<file path="src/core/pin_function_mux_pkg.sv">
// package for the multi-purpose pin function multiplexer
// assumes one clock domain and plain configuration ports, no register bus
package pin_function_mux_pkg;

   // function select codes: primary, numbered alternates, general purpose
   localparam int unsigned FSEL_W        = 3;
   localparam logic [2:0]  FSEL_PRIMARY  = 3'h0;
   localparam logic [2:0]  FSEL_GPIO     = 3'h5;
   localparam logic [2:0]  FSEL_LOOPBACK = 3'h7;

   // pad electrical field layout
   localparam int unsigned PAD_SLEW_POS  = 0;
   localparam int unsigned PAD_DRV_POS   = 1;
   localparam int unsigned PAD_PULL_POS  = 3;
   localparam int unsigned PAD_W         = 5;

   // reset values
   localparam logic [2:0]  FSEL_RST      = 3'h0;
   localparam logic        ISEL_RST      = 1'h0;
   localparam logic [4:0]  PAD_RST       = 5'h00;
   localparam logic [31:0] INUSE_RST     = 32'h0000_0000;
   localparam logic [31:0] PULLUP_RST    = 32'h0000_0000;
   localparam int unsigned PORT_W        = 32;

   // pull encodings
   localparam logic [1:0]  PULL_NONE     = 2'h0;
   localparam logic [1:0]  PULL_UP       = 2'h1;
   localparam logic [1:0]  PULL_DOWN     = 2'h2;

   // pad settings as delivered to one pad
   typedef struct packed {
      logic [1:0] pull;
      logic [1:0] drive;
      logic       slew_fast;
   } pad_electrical_control_t;

   // configuration modes of the port-based special routing
   typedef enum logic [4:0] {
      SRC_DATA = 5'b00001,
      SRC_A_IN = 5'b00010,
      SRC_B_IN = 5'b00100,
      SRC_C_IN = 5'b01000,
      SRC_RSVD = 5'b10000
   } out_source_t;

endpackage : pin_function_mux_pkg

</file>
<file path="src/core/pin_function_mux.sv">
// pin function multiplexer: iomux scheme and port-based scheme in one block
// assumes pads are synchronous to i_ref_clk; peripherals sit on the other side
`timescale 1ns/100ps
`default_nettype none

// Behaviour
// - each pin goes to a peripheral function or to general purpose control
// - functional pins choose primary or one of several alternate functions
// - numbered alternate modes; mode 5 selects the general purpose port bit
// - pins fixed at integration stay dedicated; software writes leave their function select and pad settings unchanged
// - per-pin function select picks function and enables loopback if supported
// - input path select chooses which pad feeds a shared peripheral input
// - per-pad slew, drive strength and pull settings are applied to pads
// - functional pins other than loopback are driven by peripherals, general ones by port logic
// - in-use bit per pin steers between peripheral and general purpose
// - each port has its own 32-bit in-use register, one bit per pin
// - port-based functional pin offers only major or one alternate function
// - special configs: output from A/B/C input paths or data, input to A/B out
// - one pull-up enable register per port, one bit per pin
// - general output drives written level; input level is readable
module pin_function_mux #(
   parameter int unsigned NPINS   = 4,
   parameter int unsigned NALT    = 7,
   parameter int unsigned PORT_W  = pin_function_mux_pkg::PORT_W,
   parameter logic [3:0]  FIXED   = 4'h0,
   parameter logic [3:0]  LOOP_OK = 4'hF
) (
   // clock and control
   input  wire logic                                       i_ref_clk,
   input  wire logic                                       i_rst,
   input  wire logic                                       i_ce,
   // iomux scheme configuration, one write per pin
   input  wire logic                                       i_cfg_we,
   input  wire logic [1:0]                                 i_cfg_pin,
   input  wire logic [2:0]                                 i_pin_function_select,
   input  wire logic                                       i_input_path_select,
   input  wire pin_function_mux_pkg::pad_electrical_control_t i_pad_electrical_control,
   // peripheral side, one output/enable per alternate per pin
   input  wire logic [NPINS-1:0][NALT-1:0]                 i_periph_out,
   input  wire logic [NPINS-1:0][NALT-1:0]                 i_periph_oe,
   output logic                                            o_shared_periph_in,
   output logic [NPINS-1:0]                                o_periph_in,
   // general purpose data of the iomux pins
   input  wire logic [NPINS-1:0]                           i_gp_data,
   input  wire logic [NPINS-1:0]                           i_gp_dir_out,
   output logic [NPINS-1:0]                                o_gp_level,
   // iomux pads, output enable low while driving
   input  wire logic [NPINS-1:0]                           i_pad_in,
   output logic [NPINS-1:0]                                o_pad_out,
   output logic [NPINS-1:0]                                o_pad_oe_n,
   output pin_function_mux_pkg::pad_electrical_control_t [NPINS-1:0] o_pad_ctl,
   // port-based scheme configuration
   input  wire logic                                       i_inuse_we,
   input  wire logic [PORT_W-1:0]                          i_inuse_wdata,
   input  wire logic                                       i_pullup_we,
   input  wire logic [PORT_W-1:0]                          i_pullup_wdata,
   input  wire logic                                       i_data_we,
   input  wire logic [PORT_W-1:0]                          i_data_wdata,
   input  wire logic [PORT_W-1:0]                          i_port_dir_out,
   input  wire logic                                       i_spec_we,
   input  wire logic [4:0]                                 i_spec_src,
   input  wire logic                                       i_spec_in_to_b,
   input  wire logic [PORT_W-1:0]                          i_spec_mask,
   output logic [PORT_W-1:0]                               o_inuse,
   output logic [PORT_W-1:0]                               o_port_pullup_enable,
   output logic [PORT_W-1:0]                               o_port_level,
   // port-based peripheral side: major function and special paths
   input  wire logic [PORT_W-1:0]                          i_major_out,
   input  wire logic [PORT_W-1:0]                          i_major_oe,
   input  wire logic [PORT_W-1:0]                          i_a_in,
   input  wire logic [PORT_W-1:0]                          i_b_in,
   input  wire logic [PORT_W-1:0]                          i_c_in,
   output logic [PORT_W-1:0]                               o_a_out,
   output logic [PORT_W-1:0]                               o_b_out,
   // port-based pads
   input  wire logic [PORT_W-1:0]                          i_port_pad_in,
   output logic [PORT_W-1:0]                               o_port_pad_out,
   output logic [PORT_W-1:0]                               o_port_pad_oe_n
);

   logic [NPINS-1:0][2:0] fsel_q;
   logic                  isel_q;
   logic [PORT_W-1:0]     inuse_q;
   logic [PORT_W-1:0]     pullup_q;
   logic [PORT_W-1:0]     data_q;
   logic [PORT_W-1:0]     spec_q;
   logic                  spec_to_b_q;
   pin_function_mux_pkg::out_source_t src_q;
   logic [NPINS-1:0]      gp_level_q;
   logic [PORT_W-1:0]     port_level_q;

   // decode: functional when not the general purpose code
   function automatic logic is_gp(input logic [2:0] f);
      return f == pin_function_mux_pkg::FSEL_GPIO;
   endfunction

   // iomux configuration storage
   genvar gi;
   generate
      for (gi = 0; gi < NPINS; gi++) begin : g_pin
         logic wr;
         logic lb;
         assign wr = i_cfg_we && (i_cfg_pin == 2'(gi)) && !FIXED[gi];
         always_ff @(posedge i_ref_clk) begin
            if (i_rst) begin
               fsel_q[gi] <= pin_function_mux_pkg::FSEL_RST;
               o_pad_ctl[gi] <= pin_function_mux_pkg::PAD_RST;
            end else if (i_ce && wr) begin
               // loopback code only sticks on pins that support it
               if (i_pin_function_select != pin_function_mux_pkg::FSEL_LOOPBACK
                   || LOOP_OK[gi]) begin
                  fsel_q[gi] <= i_pin_function_select;
               end
               o_pad_ctl[gi] <= i_pad_electrical_control;
            end
         end
         assign lb = (fsel_q[gi] == pin_function_mux_pkg::FSEL_LOOPBACK);
         always_comb begin
            if (is_gp(fsel_q[gi])) begin
               o_pad_out[gi]  = i_gp_data[gi];
               o_pad_oe_n[gi] = !i_gp_dir_out[gi];
            end else if (lb) begin
               o_pad_out[gi]  = 1'b0;
               o_pad_oe_n[gi] = 1'b1;
            end else begin
               o_pad_out[gi]  = i_periph_out[gi][fsel_q[gi]];
               o_pad_oe_n[gi] = !i_periph_oe[gi][fsel_q[gi]];
            end
            // loopback feeds the primary output straight back inside
            o_periph_in[gi] = lb ? i_periph_out[gi][0]
                                 : (!is_gp(fsel_q[gi]) && i_pad_in[gi]);
         end
      end
   endgenerate

   // input path select for pads 0 and 1 sharing one peripheral input
   always_ff @(posedge i_ref_clk) begin
      if (i_rst) begin
         isel_q <= pin_function_mux_pkg::ISEL_RST;
      end else if (i_ce && i_cfg_we && i_cfg_pin[1] == 1'b0) begin
         isel_q <= i_input_path_select;
      end
   end
   assign o_shared_periph_in = isel_q ? i_pad_in[1] : i_pad_in[0];

   // general purpose level capture
   always_ff @(posedge i_ref_clk) begin
      if (i_rst) begin
         gp_level_q   <= '0;
         port_level_q <= '0;
      end else if (i_ce) begin
         gp_level_q   <= i_pad_in;
         port_level_q <= i_port_pad_in;
      end
   end
   assign o_gp_level   = gp_level_q;
   assign o_port_level = port_level_q;

   // port-based registers
   always_ff @(posedge i_ref_clk) begin
      if (i_rst) begin
         inuse_q  <= pin_function_mux_pkg::INUSE_RST;
         pullup_q <= pin_function_mux_pkg::PULLUP_RST;
         data_q   <= '0;
      end else if (i_ce) begin
         if (i_inuse_we) begin
            inuse_q <= i_inuse_wdata;
         end
         if (i_pullup_we) begin
            pullup_q <= i_pullup_wdata;
         end
         if (i_data_we) begin
            data_q <= i_data_wdata;
         end
      end
   end

   always_ff @(posedge i_ref_clk) begin
      if (i_rst) begin
         spec_q      <= '0;
         spec_to_b_q <= 1'b0;
         src_q       <= pin_function_mux_pkg::SRC_DATA;
      end else if (i_ce && i_spec_we) begin
         spec_q      <= i_spec_mask;
         spec_to_b_q <= i_spec_in_to_b;
         case (i_spec_src)
            5'h01:   src_q <= pin_function_mux_pkg::SRC_DATA;
            5'h02:   src_q <= pin_function_mux_pkg::SRC_A_IN;
            5'h04:   src_q <= pin_function_mux_pkg::SRC_B_IN;
            5'h08:   src_q <= pin_function_mux_pkg::SRC_C_IN;
            default: src_q <= pin_function_mux_pkg::SRC_DATA;
         endcase
      end
   end
   assign o_inuse              = inuse_q;
   assign o_port_pullup_enable = pullup_q;

   // port pin steering: set in-use bit means peripheral (major) function
   logic [PORT_W-1:0] spec_out;
   always_comb begin
      case (src_q)
         pin_function_mux_pkg::SRC_A_IN: spec_out = i_a_in;
         pin_function_mux_pkg::SRC_B_IN: spec_out = i_b_in;
         pin_function_mux_pkg::SRC_C_IN: spec_out = i_c_in;
         default:                        spec_out = data_q;
      endcase
   end

   always_comb begin
      for (int b = 0; b < PORT_W; b++) begin
         if (inuse_q[b]) begin
            o_port_pad_out[b]  = i_major_out[b];
            o_port_pad_oe_n[b] = !i_major_oe[b];
         end else begin
            o_port_pad_out[b]  = spec_q[b] ? spec_out[b] : data_q[b];
            o_port_pad_oe_n[b] = !i_port_dir_out[b];
         end
      end
   end
   assign o_a_out = i_port_pad_in & spec_q & ~inuse_q & {PORT_W{!spec_to_b_q}};
   assign o_b_out = i_port_pad_in & spec_q & ~inuse_q & {PORT_W{spec_to_b_q}};

   // checks
   // any write aimed at a fixed pin must leave every function select and pad setting untouched
   property p_fixed_pin;
      @(posedge i_ref_clk) disable iff (i_rst)
         i_cfg_we && FIXED[i_cfg_pin]
         |=> fsel_q == $past(fsel_q) && o_pad_ctl == $past(o_pad_ctl);
   endproperty
   a_fixed_pin: assert property (p_fixed_pin) else $error("fixed pin changed");

   property p_fsel_write;
      @(posedge i_ref_clk) disable iff (i_rst)
         i_ce && i_cfg_we && i_cfg_pin == 2'h1 && !FIXED[1]
         && i_pin_function_select != pin_function_mux_pkg::FSEL_LOOPBACK
         |=> fsel_q[1] == $past(i_pin_function_select);
   endproperty
   a_fsel_write: assert property (p_fsel_write) else $error("select not stored");

   property p_gp_route;
      @(posedge i_ref_clk) disable iff (i_rst)
         is_gp(fsel_q[0]) |-> o_pad_out[0] == i_gp_data[0];
   endproperty
   a_gp_route: assert property (p_gp_route) else $error("mode 5 not general");

   property p_periph_route;
      @(posedge i_ref_clk) disable iff (i_rst)
         fsel_q[0] == pin_function_mux_pkg::FSEL_PRIMARY
         |-> o_pad_out[0] == i_periph_out[0][0];
   endproperty
   a_periph_route: assert property (p_periph_route) else $error("primary not routed");

   property p_inuse;
      @(posedge i_ref_clk) disable iff (i_rst)
         i_ce && i_inuse_we |=> o_inuse == $past(i_inuse_wdata);
   endproperty
   a_inuse: assert property (p_inuse) else $error("in-use not stored");

   property p_steer;
      @(posedge i_ref_clk) disable iff (i_rst)
         inuse_q[0] |-> o_port_pad_out[0] == i_major_out[0];
   endproperty
   a_steer: assert property (p_steer) else $error("in-use steering wrong");

   property p_pullup;
      @(posedge i_ref_clk) disable iff (i_rst)
         i_ce && i_pullup_we |=> o_port_pullup_enable == $past(i_pullup_wdata);
   endproperty
   a_pullup: assert property (p_pullup) else $error("pull-up not stored");

   property p_level;
      @(posedge i_ref_clk) disable iff (i_rst)
         i_ce |=> o_port_level == $past(i_port_pad_in);
   endproperty
   a_level: assert property (p_level) else $error("level not captured");

   property p_reset;
      @(posedge i_ref_clk) i_rst |=> fsel_q[0] == pin_function_mux_pkg::FSEL_RST && o_inuse == '0;
   endproperty
   a_reset: assert property (p_reset) else $error("reset value wrong");

   c_gp: cover property (@(posedge i_ref_clk) is_gp(fsel_q[1]));
   c_loop: cover property (@(posedge i_ref_clk) fsel_q[0] == pin_function_mux_pkg::FSEL_LOOPBACK);
   c_inuse: cover property (@(posedge i_ref_clk) inuse_q[3] && spec_q[4]);

endmodule // pin_function_mux
`default_nettype wire

</file>
<file path="config.mk">
export PLATFORM = sky130hd
export DESIGN_NAME = pin_function_mux
export DESIGN_NICKNAME = d
export VERILOG_FILES = /design/src/core/pin_function_mux_pkg.sv /design/src/core/pin_function_mux.sv
export SDC_FILE = /design/constraint.sdc
export NUM_CORES = 1
export LEC_CHECK = 0
export CORE_AREA = 2 2 273 275
export DETAILED_ROUTE_END_ITERATION = 10
export DIE_AREA = 0 0 275 277
export DONT_BUFFER_PORTS = 1
export PLACE_DENSITY_LB_ADDON = 0.3
export SYNTH_ARGS = -nofsm -noshare
export SYNTH_HDL_FRONTEND = slang
export SYNTH_SLANG_ARGS = --single-unit
</file>
<file path="constraint.sdc">
create_clock -name i_ref_clk -period 1.5 [get_ports i_ref_clk]
set_clock_uncertainty 0.15 [all_clocks]
set_input_delay 0.15 -clock i_ref_clk [delete_from_list [all_inputs] [get_ports i_ref_clk]]
set_output_delay 0.15 -clock i_ref_clk [all_outputs]
set_load 0.03 [all_outputs]
</file>
---- Word-level counts from Yosys, hierarchy flattened ----
Index checks and enable logic that the tools add are counted.
cells by class
  div/mod/pow operators ................... 0
  add/sub/neg operators ................... 0
  $lt $le $gt $ge ......................... 4
  eq/ne operators ......................... 17
  bitwise gates (word level) .............. 6
  shift-type cells ........................ 0
  mux-type cells .......................... 135
  reduce and logical (&&, ||, !) cells .... 96
  $mul .................................... 0
operator list
  operator              number
  $and A32 B32 Y32      4
  $mux W1               125
  $pmux W32 S3          1
  $logic_not A1 Y1      77
  $not A32 Y32          1
  $bmux W1 S3           8
  $eq A3 B3 Y1 const B  8
  $lt A3 B4 Y1 const B  4
  $logic_and A1 B1 Y1   15
  $pmux W4 S3           1
  $eq A5 B2 Y1 const B  2
  $eq A5 B3 Y1 const B  2
  $eq A5 B4 Y1 const B  2
  $reduce_and A2 Y1     3
  $eq A2 B2 Y1 const B  2
  $eq A2 B1 Y1 const B  1
  $logic_not A2 Y1      1
  $not A1 Y1            1
storage, ports and cells
  memory bits (read-only) ................. 0
  RAM bits ................................ 0
  latch bits .............................. 0
  input bits .............................. 445
  memories kept ........................... 0
  output and inout bits ................... 261
  flip-flop bits (word level) ............. 203
  logic and storage cells ................. 283

---- Longest topological paths before layout ----
Gate-level depths: netlist of run 1.
  depth in word-level cells ............... 5
  depth in mapped cells ................... 6
  mapped depth without buffers ............ 4

---- Worst setup path after synthesis of run 1 ----
Ideal clock, no wire load.
  path type ............................... reg2out
  start ................................... reg src_q[3]
  end ..................................... out o_port_pad_out[12]
  data required time ...................... 1.200 ns
  path buffers ............................ 1
  data arrival time ....................... 1.861 ns
  cell stages (with the launch flop) ...... 6
  path slack .............................. -0.661 ns
  path through ............................ dfxtp_1 and2b_1 and2_1 buf_2 a22oi_1 o311ai_1
between the ends
  longest elaborated chain between the ends .. 4
  elaborated cells on any way between the ends .. 6
  classes of those cells .................. eq/ne (3); mux (3)
RTL lines
  element                               RTL line                 text
  start, declared                       pin_function_mux.sv:88   pin_function_mux_pkg::out_source_t src_q;
  start signal, assigned                pin_function_mux.sv:182  src_q <= pin_function_mux_pkg::SRC_DATA;
  start signal, assigned                pin_function_mux.sv:187  5'h01: src_q <= pin_function_mux_pkg::SRC_DATA;
  start signal, assigned                pin_function_mux.sv:188  5'h02: src_q <= pin_function_mux_pkg::SRC_A_IN;
  $eq A5 B4 Y1 (tied with other cells)  pin_function_mux.sv:201  case (src_q)
  $pmux W32 S3 *                        pin_function_mux.sv:201
  $mux W1 *                             pin_function_mux.sv:215  o_port_pad_out[b] = spec_q[b] ? spec_out[b] : data_q[b];
  $mux W1 *                             pin_function_mux.sv:211  if (inuse_q[b]) begin
  end, declared                         pin_function_mux.sv:77   output logic [PORT_W-1:0] o_port_pad_out,
Every way passes the cells marked *; elsewhere a longest branch is shown, timed or not.

---- Worst setup path after layout of run 1 ----
  start ................................... reg src_q[2]
  end ..................................... out o_port_pad_out[0]
The elaborated chain is that of the path after synthesis.

==> summary.md, run 1 <==
| Metric | Value |
|---|---|
| Detailed Route Iter0 Violations | `534` |
| Fin area | `0.02002 mm^2` |
| Most common flop cell mapped by yosys | `dfxtp_1` |
| DRC viols | `0` |
| TritonCTS clock tree | `yes` |
| Yosys warning count | `0` |
| Starting density of the core | `13.98%` |
| Final Hold Viols | `97` |
| Via total after detailed routing | `12,500` |
| Pwr Density | `841.2 mW/mm^2` |
| Biggest fanout along the worst timing path | `11` |
| Final-report setup violation count | `142` |
| Flip-flop and latch count after synthesis | `202` |
| Mapped Area | `0.01029 mm^2` |
| Share of final-layout standard cells stronger than drive strength 1 | `34.18%` |
| Clock transition time at the flip-flop clock pins of the worst setup and hold paths | `0.06 ns` |
| Class of the most critical setup path | `reg2out` |
| Clock tree root buffer cell | `clkbuf_16` |
| Worst Setup Start Kind | `register` |
| Number of fill cells | `7,770` |
| R2R setup slack | `0.03 ns` |
| Ratio of routed vias to standard cells | `4.435` |
| Overall global routing resource usage | `15.94%` |
| Sequential-to-total area share from yosys stat | `39.30%` |
| Clk sinks | `202` |
| Pin count of the biggest net entering global routing | `203` |
| Endpoint type of the worst setup path | `output pin` |
| Post-layout min period | `2.566 ns` |
| Area of the core | `0.07357 mm^2` |
| HPWL reported at the end of detailed placement | `45.11 mm` |
| Critical Path Source | `src_q[2]$_SDFFE_PP0P_` |
| Crit Reg-Reg Startpoint | `o_port_level[29]$_SDFFE_PP0P_` |
| Number of placed instances, taps included | `2,464` |
| I/O pins | `706` |
| Vias in the first global route | `12,980` |
| Share of async-settable or async-resettable flops after synthesis | `0%` |
| Relative slew slack | `67.08%` |
| Fmax | `389.7 MHz` |
| Max clock buf depth | `3` |
| Total number of H-tree levels | `1` |
| Setup ws final | `-1.066 ns` |
| Post-synth top area share | `39.30%` |
| Final global-route overflow total | `0` |
| Average cell area after synthesis | `8.007 um^2` |
| Reg2Reg Capture Point | `o_port_level[29]$_SDFFE_PP0P_` |
| Placed Instance Area | `0.01489 mm^2` |
| Path depth of the worst reg2reg path | `3` |
| Final core occ | `27.21%` |
| Maximum vdd drop | `0.6113 mV` |
| Number of synthesized flops with an enable pin | `0` |
| Buffers on Ports | `0` |
| Routed length per placed instance | `22.92 um` |
| Data arrival time of the worst path | `2.27 ns` |
| Post-Route Setup TNS | `-75.57 ns` |
| Synth top area cells | `dfxtp_1 39%, nand2_1 13%, a21oi_1 8.9%` |
| Routed WL | `64.59 mm` |
| Period Utilization, post-route | `171.1%` |
| TritonCTS Buffers | `27` |
| Unrepaired setup endpoints after global routing | `yes` |
| Chip height | `277 um` |
| Library cell with the largest summed area after synthesis | `dfxtp_1` |
| First-pass iteration count of the detailed router | `5` |
| Distinct cell type count of the synthesized netlist | `36` |
| Status | `finished, violations left` |
| LEAKAGE | `8.367 nW` |
| Final RePlAce weighted congestion | `0.8746` |
| Initial antenna violation count | `12` |
| Min-Delay Path Class | `in2reg` |
| First-pass GRT wire length | `89.19 mm` |
| Final nets | `2,266` |
| CP endpoint | `o_port_pad_out[0]` |
| Hold Worst Slack | `-0.4977 ns` |
| Required time of the critical path | `1.20 ns` |
| Worst skew pair latency | `0.57 ns` |
| Post-synthesis net count | `1,730` |
| Post-DRT Antenna Nets | `0` |
| Number of max-capacitance violations reported | `0` |
| Post-Syn Instances | `1,285` |
| Number of standard cells in the layout, taps in and fillers out | `2,818` |
| Slew of the pin with the lowest slew margin | `0.4924 ns` |
| Die Footprint | `0.07618 mm^2` |
| Total power draw | `16.84 mW` |
| Area added between synthesis and finish | `94.55%` |
| Violations in the final reports | `hold timing, setup timing` |
| Max Slew Vio Count | `0` |
| Standard-cell rows | `100` |
| Overall die width | `275 um` |
[per-stage QoR]
step                hold WS, ns  setup slack, ns
floorplan                0.1360          -0.3961
global placement        0.09161          -0.8077
detailed placement      0.09036          -0.8362
CTS                     -0.5202           -1.107
global route            -0.5236           -1.162
finish                  -0.4977           -1.066
[sequential cells by signal, indices dropped and copies added, names as in the netlist, 4 cells and up]
name                  cells
data_q                   32
fsel_q                   12
o_gp_level                4
o_inuse                  32
o_pad_ctl                20
o_port_level             32
o_port_pullup_enable     32
spec_q                   32
src_q                     4
[power breakdown]
group	leakage, nW	internal [mW]	total, mW	switching, mW
Combinational	6.18	1.74	3.36	1.61
Sequential	1.69	5.58	6.02	0.437
Clock	0.490	4.67	7.47	2.79
Total	8.37	12.0	16.8	4.84
[how the worst min path moves through the flow]
stage	start	to	slack, ns	cells after the start
after floorplan	i_data_wdata[0]	data_q[0]$_SDFFE_PP0P_	0.14	2
after global placement	i_rst	o_inuse[12]$_SDFFE_PP0P_	0.09	1
after detailed placement	i_rst	spec_to_b_q$_SDFFE_PP0P_	0.09	1
after CTS	i_rst	spec_to_b_q$_SDFFE_PP0P_	-0.52	1
after global routing	i_rst	src_q[1]$_SDFFE_PP0P_	-0.52	1
final	i_rst	src_q[1]$_SDFFE_PP0P_	-0.50	1
[area by class of cell]
| class | instances | area (um^2) | area share [%] |
|---|---|---|---|
| inverter | 4 | 15.01 | 0.07501 |
| sequential | 202 | 4234 | 21.15 |
| clock inverter | 16 | 267.8 | 1.338 |
| tap | 969 | 1212 | 6.057 |
| multi-input combinational | 989 | 7062 | 35.28 |
| clock buffer | 32 | 734.5 | 3.669 |
| antenna | 9 | 22.52 | 0.1125 |
| timing repair buffer | 597 | 6469 | 32.32 |
[kinds of logic (layout without fill, tap and decap cells)]
kind of cell    Yosys count  in the layout  share of synthesized area [%]
xor+xnor                  1              1                        0.08514
flops                   202            202                          39.30
compound gates          317            317                          19.41
buf+inv                  94            649                          4.122
simple gates            585            585                          27.73
other cells               0              9                              0
mux                      86             86                          9.352
[cells in the mapped netlist, types with 10 or more instances]
master and n:
nand2_1 345, dfxtp_1 202, a21oi_1 183, mux2i_1 77, nor2_1 73, clkbuf_1 69
a22oi_1 51, nor3b_1 45, nand2b_1 34, a22o_1 32, and4b_1 32, nand3b_1 32
o311ai_1 32, buf_2 11, o21ai_0 10
[cells in the final DEF, fill, tap and decap left out, types with 8 or more instances in the layout]
cell type / netlist / routed
and4b_1: 32 / 27
nand2b_1: 34 / 28
buf_12: 0 / 49
mux2i_2: 0 / 29
a22oi_2: 0 / 14
dfxtp_2: 0 / 41
a22oi_1: 51 / 37
nand2_1: 345 / 335
clkbuf_16: 0 / 28
dfxtp_1: 202 / 124
nor3b_2: 0 / 16
o311ai_4: 1 / 29
mux2i_1: 77 / 44
nand3b_1: 32 / 32
buf_6: 6 / 132
nor3b_1: 45 / 13
a21oi_2: 0 / 9
buf_8: 0 / 14
diode_2: 0 / 9
a22o_1: 32 / 31
dfxtp_4: 0 / 37
dlygate4sd3_1: 0 / 270
buf_4: 3 / 127
a21oi_1: 183 / 174
mux4_2: 8 / 8
nor3b_4: 0 / 16
nor2_1: 73 / 68
[critical path, stage by stage (launching register included)]
cell and delay [ns]:
dfxtp_4 0.39, and2b_2 0.26, and2_4 0.23, a22oi_2 0.36
buf_4 0.19, o311ai_2 0.07, buf_4 0.18
[metal layers]
metal  vias to the layer above  GRT usage (%)  share of wire (%)
met5                         -              0              0.020
met1                      6118          17.68                 38
met4                         2          7.471                4.5
met3                       122          4.405                8.4
li1                       5660              -                  -
met2                       595          27.92                 49
[repair_timing]
| item | in CTS | in global routing |
|---|---|---|
| hold buffers | 279 | 2 |
| resized for setup | 264 | 107 |
| hold endpoints to repair | 202 | 98 |
| endpoints found under the setup margin | 160 | 194 |
| pin swaps | 71 | 25 |
| cloned | 6 | 1 |
| buffers inserted | 22 | 14 |
No activity file was read; power rests on OpenSTA's default activity.
==> inputs of run 2 (changes only) <==
--- a/config.mk
+++ b/config.mk
@@ -9,6 +9,7 @@
 export DETAILED_ROUTE_END_ITERATION = 10
 export DIE_AREA = 0 0 275 277
 export DONT_BUFFER_PORTS = 1
+export GPL_TIMING_DRIVEN = 0
 export PLACE_DENSITY_LB_ADDON = 0.3
 export SYNTH_ARGS = -nofsm -noshare
 export SYNTH_HDL_FRONTEND = slang
==> summary.md, run 2 (synthesis gave the netlist of run 1 again) <==
| Metric | Value |
|---|---|
| Status | `finished, violations left` |
| Violations in the final reports | `setup timing` |
| Min-Delay Path Class | `in2reg` |
| Area added between synthesis and finish | `69.62%` |
| Area of the core | `0.07357 mm^2` |
| Routed WL | `70.44 mm` |
| Post-Route Setup TNS | `-78.51 ns` |
| Via total after detailed routing | `11,460` |
| Final RePlAce weighted congestion | `0.8295` |
| TritonCTS Buffers | `26` |
| Starting density of the core | `13.98%` |
| Detailed Route Iter0 Violations | `555` |
| Critical Path Max Stage Delay | `0.44 ns` |
| Max clock buf depth | `3` |
| Pin count of the biggest net entering global routing | `13` |
| Final Hold Viols | `0` |
| R2R setup slack | `0.08 ns` |
| Fmax | `369.5 MHz` |
| Clock tree root buffer cell | `clkbuf_16` |
| HPWL reported at the end of detailed placement | `52.05 mm` |
| Max Slew Vio Count | `0` |
| Path depth of the worst reg2reg path | `3` |
| DRC viols | `0` |
| Slew of the pin with the lowest slew margin | `0.9090 ns` |
| Sum of buffers and inverters on the critical path | `3` |
| Period Utilization, post-route | `180.4%` |
| Endpoint type of the worst setup path | `output pin` |
| Slowest CP cell | `o311ai_4` |
| TritonCTS clock tree | `yes` |
| Pwr Density | `903.2 mW/mm^2` |
| Buffers on Ports | `0` |
| Number of fill cells | `7,940` |
| Final global-route overflow total | `0` |
| Worst Setup Start Kind | `register` |
| Ordered list of cells on the worst path | `nor2b_4 > buf_4 > and2_4 > buf_12 > buf_12 > a22oi_2 > o311ai_4` |
| I/O pins | `706` |
| Routed length per placed instance | `27.56 um` |
| Delay-heaviest family, CP | `compound AO/OA/AOI/OAI gates` |
| Class of the most critical setup path | `reg2out` |
| Post-DRT Antenna Nets | `0` |
| Standard-cell rows | `100` |
| Final core occ | `23.72%` |
| Biggest fanout along the worst timing path | `6` |
| Post-place setup slack | `-1.336 ns` |
| CP endpoint | `o_port_pad_out[24]` |
| Final nets | `2,001` |
| Data arrival time of the worst path | `2.41 ns` |
| Maximum vdd drop | `0.7744 mV` |
| Final-report setup violation count | `141` |
| Initial antenna violation count | `11` |
| Post-layout min period | `2.706 ns` |
| Overall global routing resource usage | `17.50%` |
| Chip height | `277 um` |
| Overall die width | `275 um` |
| Library cell appearing most often on the critical path | `buf_12` |
| Required time of the critical path | `1.20 ns` |
| Reg2Reg Capture Point | `o_port_level[1]$_SDFFE_PP0P_` |
| Critical Path Source | `src_q[1]$_SDFFE_PP0P_` |
| Most frequent standard cell in the layout excluding fill and tap cells | `nand2_1` |
| Relative slew slack | `39.40%` |
| LEAKAGE | `6.751 nW` |
| First-pass iteration count of the detailed router | `5` |
| Ratio of routed vias to standard cells | `4.485` |
| Crit Reg-Reg Startpoint | `o_port_level[1]$_SDFFE_PP0P_` |
| Vias in the first global route | `11,930` |
| Worst skew pair latency | `0.57 ns` |
| Setup ws final | `-1.206 ns` |
| Unrepaired setup endpoints after global routing | `yes` |
| Clk sinks | `202` |
| Die Footprint | `0.07618 mm^2` |
| Number of max-capacitance violations reported | `0` |
| Total number of H-tree levels | `1` |
| First-pass GRT wire length | `93.16 mm` |
| Share of final-layout standard cells stronger than drive strength 1 | `27.66%` |
| Critical path depth in cells | `7` |
| Commonest non-fill, non-tap cells in the layout | `337 x nand2_1, 198 x dlygate4sd3_1, 179 x a21oi_1, 147 x dfxtp_1, 65 x nor2_1` |
| Clock transition time at the flip-flop clock pins of the worst setup and hold paths | `0.06 ns` |
run 2: metrics by stage:
| step | power (mW) | area [um^2] | hold slack, ns | instances |
|---|---|---|---|---|
| 2_1_floorplan | 7.716 | 11270 | 0.1360 | 1285 |
| 3_3_place_gp | 8.308 | 12480 | 0.1379 | 2254 |
| 3_5_place_dp | 8.342 | 12500 | 0.1427 | 2255 |
| 4_1_cts | 15.90 | 17130 | 0.003784 | 2530 |
| 5_1_grt | 16.35 | 17440 | 0.04520 | 2552 |
| 6_report | 15.76 | 17450 | 0.01784 | 2556 |
run 2: layer usage:
metal	GRT usage, %	routed length [um]	share of wire, %	vias up
li1	-	-	-	5135
met1	18.64	25910	37	5548
met2	30.67	34280	49	630
met3	5.428	6186	8.8	146
met4	9.272	4040	5.7	4
met5	0	27	0.038	-
run 2: report_power, final:
part,switching [mW],internal (mW)
Combinational,1.60,1.18
Clock,2.71,4.08
Sequential,0.616,5.57
run 2: worst min-delay path by stage:
stage                           from                        to  slack [ns]  depth (start not counted)
floorplan            i_data_wdata[0]    data_q[0]$_SDFFE_PP0P_        0.14                          2
global placement    i_data_wdata[31]   data_q[31]$_SDFFE_PP0P_        0.14                          2
detailed placement  i_data_wdata[27]   data_q[27]$_SDFFE_PP0P_        0.14                          2
CTS                     i_cfg_pin[1]   fsel_q[10]$_SDFFE_PP0P_       0.004                          3
global route              i_inuse_we  o_inuse[12]$_SDFFE_PP0P_        0.05                          3
finish                  i_cfg_pin[1]   fsel_q[10]$_SDFFE_PP0P_        0.02                          3
run 2: worst min-delay path, delay by kind of cell:
family	cells	cell delay, ns
AOI/OAI and AO/OA	1	0.12
and+or+nand+nor	2	0.41
run 2: timing repair:
action	in CTS	in global routing
endpoints found under the setup margin	308	258
gates cloned	6	2
hold buffers	199	0
buffers inserted	28	23
resized for setup	362	79
pin swaps	84	33
endpoints found under the hold margin	202	0
run 2: final cells by class:
type,instances,area [um^2],area share [%]
Clock buffer,36,769.5,4.409
Sequential cell,202,4220,24.18
Clock inverter,12,146.4,0.8388
Buffer,80,730.7,4.187
Antenna cell,11,27.53,0.1577
Multi-Input combinational cell,989,7629,43.71
Timing Repair Buffer,253,2701,15.48
Inverter,4,15.01,0.08603
Tap cell,969,1212,6.947
